**src/pcpt_pkg.sv**
```systemverilog
// constants, register map and carriers for the loop control and periodic timer block
package pcpt_pkg;

    // register indices; the byte address on the bus is four times the index
    localparam logic [5:0] LOOP_CONTROL_IDX = 6'h06;
    localparam logic [5:0] PERIODIC_RATE_IDX = 6'h07;
    localparam logic [5:0] TIMER_STATUS_IDX = 6'h10;

    // loop_control field positions
    localparam int MONITOR_EN_BIT = 7;
    localparam int LOOP_ON_BIT = 6;
    localparam int AUTO_BIT = 5;
    localparam int ACQUIRE_BIT = 4;
    localparam int PRE_BIT = 2;
    localparam int WATCHDOG_PS_BIT = 1;
    localparam int FALLBACK_EN_BIT = 0;

    // periodic_rate_control field positions
    localparam int RATE_PRESCALE_HI = 6;
    localparam int RATE_PRESCALE_LO = 4;
    localparam int RATE_MODULUS_HI = 3;
    localparam int RATE_MODULUS_LO = 0;

    // timer_status field positions
    localparam int STAT_FLAG_BIT = 0;
    localparam int STAT_SELF_CLOCK_BIT = 1;

    // values after reset
    localparam logic [7:0] LOOP_CONTROL_RST = 8'hf1;
    localparam logic [6:0] PERIODIC_RATE_RST = 7'h00;

    // prescale code 001 divides by two to the power PRESCALE_EXP_BASE plus one
    localparam int PRESCALE_EXP_BASE = 9;
    localparam int PRESCALE_W = 16;
    localparam int MODULUS_W = 4;
    localparam logic [2:0] PRESCALE_OFF = 3'h0;

    // classic wishbone request as seen by the slave
    typedef struct packed {
        logic cyc;
        logic stb;
        logic we;
        logic [7:0] adr;
        logic [3:0] sel;
        logic [31:0] dat;
    } pcpt_wb_req_t;

    // operating mode of the chip as seen by this block
    typedef struct packed {
        logic stop_mode;
        logic wait_mode;
        logic special_mode;
        logic pseudo_stop_select;
        logic loop_clock_select;
        logic loop_stop_in_wait;
        logic periodic_timer_stop_in_wait;
        logic watchdog_stop_in_wait;
    } pcpt_mode_t;

endpackage

```
**src/pcpt_core.sv**
```systemverilog
// loop control bits, clock monitor and self-clock logic, periodic interrupt timer
// How it works
// - clock monitor enable writes are dropped while self-clock mode is active.
// - enabled monitor reacts to slow oscillator with monitor reset or self-clock.
// - full stop without pseudo-stop disables the clock monitor regardless of enable.
// - loop power follows its on bit, but is off in wait with stop-in-wait; writes ignored while loop clock selected.
// - self-clock keeps the loop powered; the on bit still reads its stored value.
// - loop on with automatic bandwidth locks by itself.
// - automatic bandwidth writes ignored while stop-in-wait forces it to one.
// - automatic picks mode from target proximity; otherwise acquisition bit decides.
// - acquisition bit zero selects low bandwidth, one selects high bandwidth.
// - periodic timer runs in pseudo-stop only with its pseudo-stop enable.
// - periodic timer stopped in pseudo-stop holds its dividers.
// - watchdog counts in pseudo-stop only with its pseudo-stop enable.
// - watchdog stopped in pseudo-stop freezes its dividers, no reinitialise.
// - fallback enable writes once in normal modes, anytime in special, never cleared in self-clock.
// - clock failure enters self-clock if fallback enabled, else monitor reset.
// - periodic rate register sits at index 7, readable and writable anytime.
// - any write to the rate register restarts the periodic counter.
// - prescale 000 is off, 001 to 111 divide by 2^10 to 2^16.
// - total period is modulus field plus one times the prescale count.
// - prescaler and modulus counter run on the oscillator clock.
// - prescale 000 keeps the timer off, and is the reset value.
// - pseudo-stop keeps oscillator at low amplitude; plain stop disables it.
module pcpt_core
    import pcpt_pkg::*;
(
    input wire logic clk_i,
    input wire logic rst_i,
    input wire pcpt_wb_req_t wb_i,
    output logic wb_ack_o,
    output logic [31:0] wb_dat_o,
    input wire pcpt_mode_t mode_i,
    input wire logic osc_slow_i,
    input wire logic target_near_i,
    output logic clock_monitor_active_o,
    output logic monitor_reset_o,
    output logic self_clock_active_o,
    output logic oscillator_enable_o,
    output logic oscillator_low_amplitude_o,
    output logic loop_power_o,
    output logic loop_auto_lock_o,
    output logic loop_high_bandwidth_o,
    output logic periodic_run_o,
    output logic periodic_tick_o,
    output logic periodic_flag_o,
    output logic watchdog_run_o,
    output logic watchdog_init_o
);

    typedef struct packed {
        logic clock_monitor_enable;
        logic loop_power_on;
        logic auto_bandwidth;
        logic acquisition_select;
        logic periodic_pseudo_stop_enable;
        logic watchdog_pseudo_stop_enable;
        logic self_clock_fallback_enable;
        logic fallback_written;
        logic self_clock_active;
        logic monitor_reset;
        logic [6:0] periodic_rate_field;
        logic [PRESCALE_W-1:0] prescale_cnt;
        logic [MODULUS_W-1:0] modulus_cnt;
        logic periodic_tick;
        logic periodic_flag;
        logic ack;
        logic [7:0] rdata;
    } pcpt_state_t;

    pcpt_state_t s;
    pcpt_state_t next_s;

    logic req;
    logic wr;
    logic [5:0] idx;
    logic [7:0] wdata;
    logic pseudo_stop;
    logic full_stop;
    logic monitor_on;
    logic clock_fail;
    logic [2:0] prescale;
    logic [MODULUS_W-1:0] modulus;
    logic [16:0] prescale_span;
    logic [PRESCALE_W-1:0] prescale_last;
    logic timer_clear;
    logic timer_hold;
    logic loop_power;

    always_comb begin
        req = wb_i.cyc && wb_i.stb;
        // a write lands on the edge where the master sees ack
        wr = req && wb_i.we && s.ack && wb_i.sel[0];
        idx = wb_i.adr[7:2];
        wdata = wb_i.dat[7:0];
        pseudo_stop = mode_i.stop_mode && mode_i.pseudo_stop_select;
        full_stop = mode_i.stop_mode && !mode_i.pseudo_stop_select;
        monitor_on = s.clock_monitor_enable && !full_stop;
        clock_fail = monitor_on && osc_slow_i;
        prescale = s.periodic_rate_field[RATE_PRESCALE_HI:RATE_PRESCALE_LO];
        modulus = s.periodic_rate_field[RATE_MODULUS_HI:RATE_MODULUS_LO];
        // span is 2^(base+code); fits 17 bits for code 7
        prescale_span = 17'h00001 << (PRESCALE_EXP_BASE + 32'(prescale));
        prescale_last = PRESCALE_W'(prescale_span - 17'h00001);
        // off and wait-mode stop reinitialise; pseudo-stop only holds
        timer_clear = (prescale == PRESCALE_OFF)
            || (mode_i.wait_mode && mode_i.periodic_timer_stop_in_wait);
        timer_hold = pseudo_stop && !s.periodic_pseudo_stop_enable;
        loop_power = (s.loop_power_on
            && !(mode_i.wait_mode && mode_i.loop_stop_in_wait)) || s.self_clock_active;
    end

    always_comb begin
        next_s = s;
        next_s.periodic_tick = 1'b0;
        // registered ack: one wait state, drops the cycle after
        next_s.ack = req && !s.ack;
        next_s.rdata = 8'h00;
        if (req && !s.ack) begin
            case (idx)
                LOOP_CONTROL_IDX: begin
                    next_s.rdata[MONITOR_EN_BIT] = s.clock_monitor_enable;
                    next_s.rdata[LOOP_ON_BIT] = s.loop_power_on;
                    next_s.rdata[AUTO_BIT] = s.auto_bandwidth;
                    next_s.rdata[ACQUIRE_BIT] = s.acquisition_select;
                    next_s.rdata[PRE_BIT] = s.periodic_pseudo_stop_enable;
                    next_s.rdata[WATCHDOG_PS_BIT] = s.watchdog_pseudo_stop_enable;
                    next_s.rdata[FALLBACK_EN_BIT] = s.self_clock_fallback_enable;
                end
                PERIODIC_RATE_IDX: begin
                    next_s.rdata = {1'b0, s.periodic_rate_field};
                end
                TIMER_STATUS_IDX: begin
                    next_s.rdata[STAT_FLAG_BIT] = s.periodic_flag;
                    next_s.rdata[STAT_SELF_CLOCK_BIT] = s.self_clock_active;
                end
                default: begin
                    next_s.rdata = 8'h00;
                end
            endcase
        end

        // periodic timer on the oscillator clock, which is clk_i here
        if (timer_clear) begin
            next_s.prescale_cnt = '0;
            next_s.modulus_cnt = '0;
        end else if (!timer_hold) begin
            if (s.prescale_cnt == prescale_last) begin
                next_s.prescale_cnt = '0;
                if (s.modulus_cnt == modulus) begin
                    next_s.modulus_cnt = '0;
                    next_s.periodic_tick = 1'b1;
                end else begin
                    next_s.modulus_cnt = s.modulus_cnt + 4'h1;
                end
            end else begin
                next_s.prescale_cnt = s.prescale_cnt + 16'h0001;
            end
        end

        // stop-in-wait forces automatic bandwidth on
        if (mode_i.loop_stop_in_wait) begin
            next_s.auto_bandwidth = 1'b1;
        end

        if (wr) begin
            case (idx)
                LOOP_CONTROL_IDX: begin
                    if (!s.self_clock_active) begin
                        next_s.clock_monitor_enable = wdata[MONITOR_EN_BIT];
                    end
                    if (!mode_i.loop_clock_select) begin
                        next_s.loop_power_on = wdata[LOOP_ON_BIT];
                    end
                    if (!mode_i.loop_stop_in_wait) begin
                        next_s.auto_bandwidth = wdata[AUTO_BIT];
                    end
                    next_s.acquisition_select = wdata[ACQUIRE_BIT];
                    next_s.periodic_pseudo_stop_enable = wdata[PRE_BIT];
                    next_s.watchdog_pseudo_stop_enable = wdata[WATCHDOG_PS_BIT];
                    if (mode_i.special_mode || !s.fallback_written) begin
                        next_s.self_clock_fallback_enable = wdata[FALLBACK_EN_BIT]
                            || (s.self_clock_active && s.self_clock_fallback_enable);
                        next_s.fallback_written = 1'b1;
                    end
                end
                PERIODIC_RATE_IDX: begin
                    next_s.periodic_rate_field = wdata[6:0];
                    next_s.prescale_cnt = '0;
                    next_s.modulus_cnt = '0;
                    next_s.periodic_tick = 1'b0;
                end
                TIMER_STATUS_IDX: begin
                    if (wdata[STAT_FLAG_BIT]) begin
                        next_s.periodic_flag = 1'b0;
                    end
                end
                default: begin
                end
            endcase
        end

        // a tick in the clearing cycle wins over the clear
        if (next_s.periodic_tick) begin
            next_s.periodic_flag = 1'b1;
        end

        // self-clock entry on failure, leave once the oscillator is back
        if (clock_fail && s.self_clock_fallback_enable) begin
            next_s.self_clock_active = 1'b1;
        end else if (!osc_slow_i) begin
            next_s.self_clock_active = 1'b0;
        end
        next_s.monitor_reset = clock_fail && !s.self_clock_fallback_enable
            && !s.self_clock_active;
    end

    always_ff @(posedge clk_i) begin
        if (rst_i) begin
            s <= '0;
            s.clock_monitor_enable <= LOOP_CONTROL_RST[MONITOR_EN_BIT];
            s.loop_power_on <= LOOP_CONTROL_RST[LOOP_ON_BIT];
            s.auto_bandwidth <= LOOP_CONTROL_RST[AUTO_BIT];
            s.acquisition_select <= LOOP_CONTROL_RST[ACQUIRE_BIT];
            s.periodic_pseudo_stop_enable <= LOOP_CONTROL_RST[PRE_BIT];
            s.watchdog_pseudo_stop_enable <= LOOP_CONTROL_RST[WATCHDOG_PS_BIT];
            s.self_clock_fallback_enable <= LOOP_CONTROL_RST[FALLBACK_EN_BIT];
            s.periodic_rate_field <= PERIODIC_RATE_RST;
        end else begin
            s <= next_s;
        end
    end

    assign wb_ack_o = s.ack;
    assign wb_dat_o = {24'h000000, s.rdata};
    assign clock_monitor_active_o = monitor_on;
    assign monitor_reset_o = s.monitor_reset;
    assign self_clock_active_o = s.self_clock_active;
    // pseudo-stop trades a little power for faster, gentler stop recovery
    assign oscillator_enable_o = !full_stop;
    assign oscillator_low_amplitude_o = pseudo_stop;
    assign loop_power_o = loop_power;
    assign loop_auto_lock_o = loop_power && s.auto_bandwidth;
    assign loop_high_bandwidth_o = s.auto_bandwidth ? !target_near_i
        : s.acquisition_select;
    assign periodic_run_o = !timer_clear && !timer_hold;
    assign periodic_tick_o = s.periodic_tick;
    assign periodic_flag_o = s.periodic_flag;
    assign watchdog_run_o = !(mode_i.wait_mode && mode_i.watchdog_stop_in_wait)
        && !(pseudo_stop && !s.watchdog_pseudo_stop_enable);
    assign watchdog_init_o = mode_i.wait_mode && mode_i.watchdog_stop_in_wait;
endmodule

```
**config.mk**
```make
export PLATFORM = sky130hd
export DESIGN_NAME = pcpt_core
export DESIGN_NICKNAME = d
export VERILOG_FILES = /design/src/pcpt_pkg.sv /design/src/pcpt_core.sv
export SDC_FILE = /design/constraint.sdc
export NUM_CORES = 1
export LEC_CHECK = 0
export ABC_CLOCK_PERIOD_IN_PS = 4150
export BUFFER_PORTS_ARGS = -buffer_cell sky130_fd_sc_hd__buf_2
export CAP_MARGIN = 30
export CORE_UTILIZATION = 48
export DETAILED_ROUTE_END_ITERATION = 10
export PLACE_DENSITY = 0.8
export SYNTH_ARGS = -nofsm -noshare
export SYNTH_HDL_FRONTEND = slang
export SYNTH_SLANG_ARGS = --single-unit
```
**constraint.sdc**
```tcl
create_clock -name clk_i -period 4.15 [get_ports clk_i]
set_clock_uncertainty 0.2 [all_clocks]
set_input_delay 0.6225 -clock clk_i [delete_from_list [all_inputs] [get_ports clk_i]]
set_output_delay 0.6225 -clock clk_i [all_outputs]
set_load 0.005 [all_outputs]
```
==> results by group <==
Placement
  • Final Wtd Congestion: 0.832
  • Half-perimeter wire length after detailed placement: 3840 um
  • Total placed instance area: 2670 um2
  • Quantity of I/O buffers inserted on ports: 51

Floorplanning
  • Effective utilization at floorplan: 51.5%
  • Die Span Y: 74.3 um
  • Total I/O pin count: 105
  • Number of placement rows: 25
  • Die Footprint: 5530 um2
  • Width of the die: 74.3 um
  • Floorplan core area: 4880 um2

Clock tree
  • CTS-repair resized insts: 0
  • Clock latency on the worst-skew pair: 0.30 ns
  • Post-CTS Setup Bufs: 0
  • Number of H-tree levels: 2
  • Clock sinks: 48
  • Largest buffer count on any clock path: 2
  • Clock slew at the register clock pins of the worst setup and hold paths: 0.09 ns
  • Clk root buf: sky130_fd_sc_hd__clkbuf_8
  • Hold buffer count at cts: 0
  • CTS tree: yes
  • Number of buffers inserted during clock tree synthesis: 5

Power
  • Power density relative to cell area: 308 nW/um2
  • Leakage component of the power: 1.25 nW
  • Max VDD drop: 0.000156 V

Detailed routing
  • Final routed DRC violation total: 0
  • Ratio of routed vias to standard cells: 4.98
  • 1st-pass router iterations: 4
  • Via Count: 2030
  • Wire length reported by the detailed router: 5070 um
  • Number of violations reported at the end of detailed-routing iteration 0: 117
  • Mean routed wirelength per cell: 12.4 um
  • Remaining number of nets flagged by the antenna check after routing: 0

Synthesis
  • Main flop type after synthesis: sky130_fd_sc_hd__dfxtp_1
  • Simple-gate share of the synthesized area: 24.0%
  • Number of distinct library cell variants in the gate-level netlist after synthesis: 44
  • Xor and xnor area share after synthesis: 7.67%
  • Adder-cell share of the synthesized area: 1.49%
  • Synth top area cells: sky130_fd_sc_hd__dfxtp_1 38%, sky130_fd_sc_hd__buf_4 9.6%, sky130_fd_sc_hd__nor2_1 7.9%, sky130_fd_sc_hd__mux2i_1 7.2%, sky130_fd_sc_hd__xor2_1 4.9%
  • Flip-flop and latch count after synthesis: 48
  • Most frequently used cell type in the post-synthesis netlist: sky130_fd_sc_hd__nor2_1
  • Async set-reset flop share out of synthesis: 0%
  • Post-synthesis mux area share: 8.07%
  • Dominant combinational cell family by area after synthesis: simple AND/OR/NAND/NOR gates
  • Compound-gate portion of the synthesized area: 6.97%
  • Commonest cells in the netlist: 53 x sky130_fd_sc_hd__nor2_1, 48 x sky130_fd_sc_hd__dfxtp_1, 32 x sky130_fd_sc_hd__buf_4, 24 x sky130_fd_sc_hd__nand2_1, 18 x sky130_fd_sc_hd__mux2i_1
  • Area leader, netlist: sky130_fd_sc_hd__dfxtp_1
  • Gate Count Post-Synth: 294
  • Register area share after synthesis: 38.2%
  • Number of enable flip-flop cells after synthesis: 0
  • Share of the synthesized area in the top cell type: 38.2%
  • Number of warnings reported in the yosys synthesis log: 0
  • Cell Area, Synth: 2510 um2
  • Average instance area after synthesis: 8.55 um2

Setup path
  • Cell with the biggest individual delay on the critical path: sky130_fd_sc_hd__dfxtp_1
  • Worst path bufs/invs: 2
  • Kind of cell adding the most delay to the critical path: simple AND/OR/NAND/NOR gates
  • Required arrival time at the worst endpoint: 4.14 ns
  • Logic depth of the worst register-to-register path: 11
  • Cell seen most often among critical-path stages: sky130_fd_sc_hd__nor2_1
  • R2R setup slack: 0.66 ns
  • Launching element type of the critical path: flop
  • Reg2reg end: s[16]
  • Biggest fanout along the worst timing path: 16
  • Kind of end point of the critical path: flop
  • Critical-path cell list: nand2_1 -> inv_1 -> ha_1 -> nor4b_1 -> mux2i_1 -> nor2_1 -> or3_1 -> a2111oi_4 -> nand2b_1 -> buf_4 -> nor2_1
  • Startpoint of the worst register-to-register path: prescale[1]
  • Biggest cell delay along the critical path: 0.60 ns
  • Arrival time worst endpoint: 3.48 ns
  • Crit path kind: reg2reg

Global routing
  • Gr ovfl total: 0
  • Maximum number of pins on one net before global-route repair: 17
  • Number of global-route vias before repair: 1836
  • Global-route usage over all layers: 19.5%
  • Initial antenna violation count: 0
  • Wire length of the first global-routing pass: 8270 um

STA
  • Final total negative setup slack: 0 ns
  • Highest achievable clock rate: 286 MHz
  • Final Critical Period: 3.49 ns
  • Tcrit/Tclk final: 84.1%
  • Final Hold Violating Endpoints: 0
  • Setup violations, final: 0
  • Unrepaired setup endpoints after global routing: no
  • Final slew viol count: 0

Run status
  • Run status: finished, final reports clean

Hold path
  • Worst hold path depth: 1
  • Endpoint of the worst hold-timing path: monitor_reset_o
  • Worst hold path startpoint: s[41]
  • Worst Hold Class: reg2reg

Cells and area
  • Share of final-layout standard cells stronger than drive strength 1: 20.2%
  • Area overhead of the layout relative to synthesis: 11.1%
  • Layout Cell Area excl Fill: 2790 um2
  • Nets@finish: 402
  • Filler Cells Inserted: 446
  • Antenna diode count: 0

Run
  • Number of maximum-capacitance violations: 0
[layout by cell type (no fill, tap or decap), types with 3 or more instances in the layout]
cell / netlist / final
sky130_fd_sc_hd__a21oi_1: 5 / 5
sky130_fd_sc_hd__a22oi_1: 3 / 3
sky130_fd_sc_hd__and2_1: 4 / 4
sky130_fd_sc_hd__and3_1: 6 / 6
sky130_fd_sc_hd__buf_2: 1 / 51
sky130_fd_sc_hd__buf_4: 32 / 4
sky130_fd_sc_hd__clkbuf_8: 0 / 6
sky130_fd_sc_hd__conb_1: 1 / 24
sky130_fd_sc_hd__dfxtp_1: 48 / 48
sky130_fd_sc_hd__ha_1: 3 / 3
sky130_fd_sc_hd__inv_1: 10 / 10
sky130_fd_sc_hd__mux2i_1: 18 / 18
sky130_fd_sc_hd__nand2_1: 24 / 24
sky130_fd_sc_hd__nand2b_1: 3 / 3
sky130_fd_sc_hd__nand3_1: 15 / 15
sky130_fd_sc_hd__nand4_1: 3 / 3
sky130_fd_sc_hd__nor2_1: 53 / 53
sky130_fd_sc_hd__nor2b_1: 3 / 3
sky130_fd_sc_hd__nor3_1: 5 / 5
sky130_fd_sc_hd__o211ai_1: 3 / 3
sky130_fd_sc_hd__o21ai_0: 4 / 4
sky130_fd_sc_hd__xnor2_1: 8 / 8
sky130_fd_sc_hd__xor2_1: 14 / 14
[metrics by stage]
step	hold slack [ns]	power, mW	instances	util, %	setup WS, ns
2_1_floorplan	0.232	0.510	317	-	1.12
3_3_place_gp	0.250	0.518	400	54.7	0.779
3_5_place_dp	0.265	0.519	400	54.7	0.688
4_1_cts	0.277	0.866	408	57.2	0.660
5_1_grt	0.318	0.891	408	57.2	0.387
6_report	0.282	0.861	408	57.2	0.659
[worst max path at each step]
stage	startpoint	depth (start not counted)	to	slack [ns]
6_report	prescale[1]	11	s[16]	0.66
5_1_grt	prescale[1]	11	s[16]	0.39
4_1_cts	prescale[1]	11	s[20]	0.66
3_5_place_dp	prescale[1]	11	s[20]	0.69
3_3_place_gp	prescale[1]	11	s[16]	0.78
2_1_floorplan	prescale[1]	13	s[21]	1.12
[layer usage]
layer | GRT usage [%] | wire, um | share of wire, % | up-vias
met3 | 3.93 | 236 | 4.7 | 4
met4 | 6.71 | 48 | 0.95 | 0
li1 | - | - | - | 1021
met2 | 34.0 | 2510 | 50 | 62
met1 | 24.0 | 2280 | 45 | 943
met5 | 0 | 0 | 0 | -
[state kept, by name, summed over array words and instances (netlist names)]
signal,count
periodic_tick_o,1
prescale,3
periodic_flag_o,1
wb_ack_o,1
wb_dat_o,8
modulus,4
s,28
monitor_reset_o,1
self_clock_active_o,1
[worst register-to-register path: cells and delay by family, from the launching register on]
family	cells	cell delay, ns
flip-flops	1	0.60
buffers and inverters	2	0.32
AO/OA/AOI/OAI	1	0.48
multiplexers	1	0.28
adder cells (fa/ha/maj)	1	0.27
AND/OR/NAND/NOR	6	1.23
[area by class of cell]
cell class	count	area (um2)	share of cell area, %
Multi-Input combinational cell	220	1300	46.6
Sequential cell	48	961	34.4
Timing Repair Buffer	55	285	10.2
Tap cell	67	83.8	3.00
Clock buffer	6	82.6	2.96
Clock inverter	2	38.8	1.39
Inverter	10	37.5	1.35
[where the power goes]
part | switching (mW) | internal (mW) | leakage [nW]
registers | 0.00154 | 0.461 | 0.387
logic | 0.0258 | 0.0203 | 0.798
clock network | 0.155 | 0.197 | 0.0614
total | 0.182 | 0.678 | 1.25
[logic make-up after synthesis]
kind of cell,after synthesis
mux,20
other cells,1
buf+inv,49
compound gates,23
xor+xnor,22
flops,48
fa+ha+maj,3
simple gates,128
(Power assumes the default switching activity.)
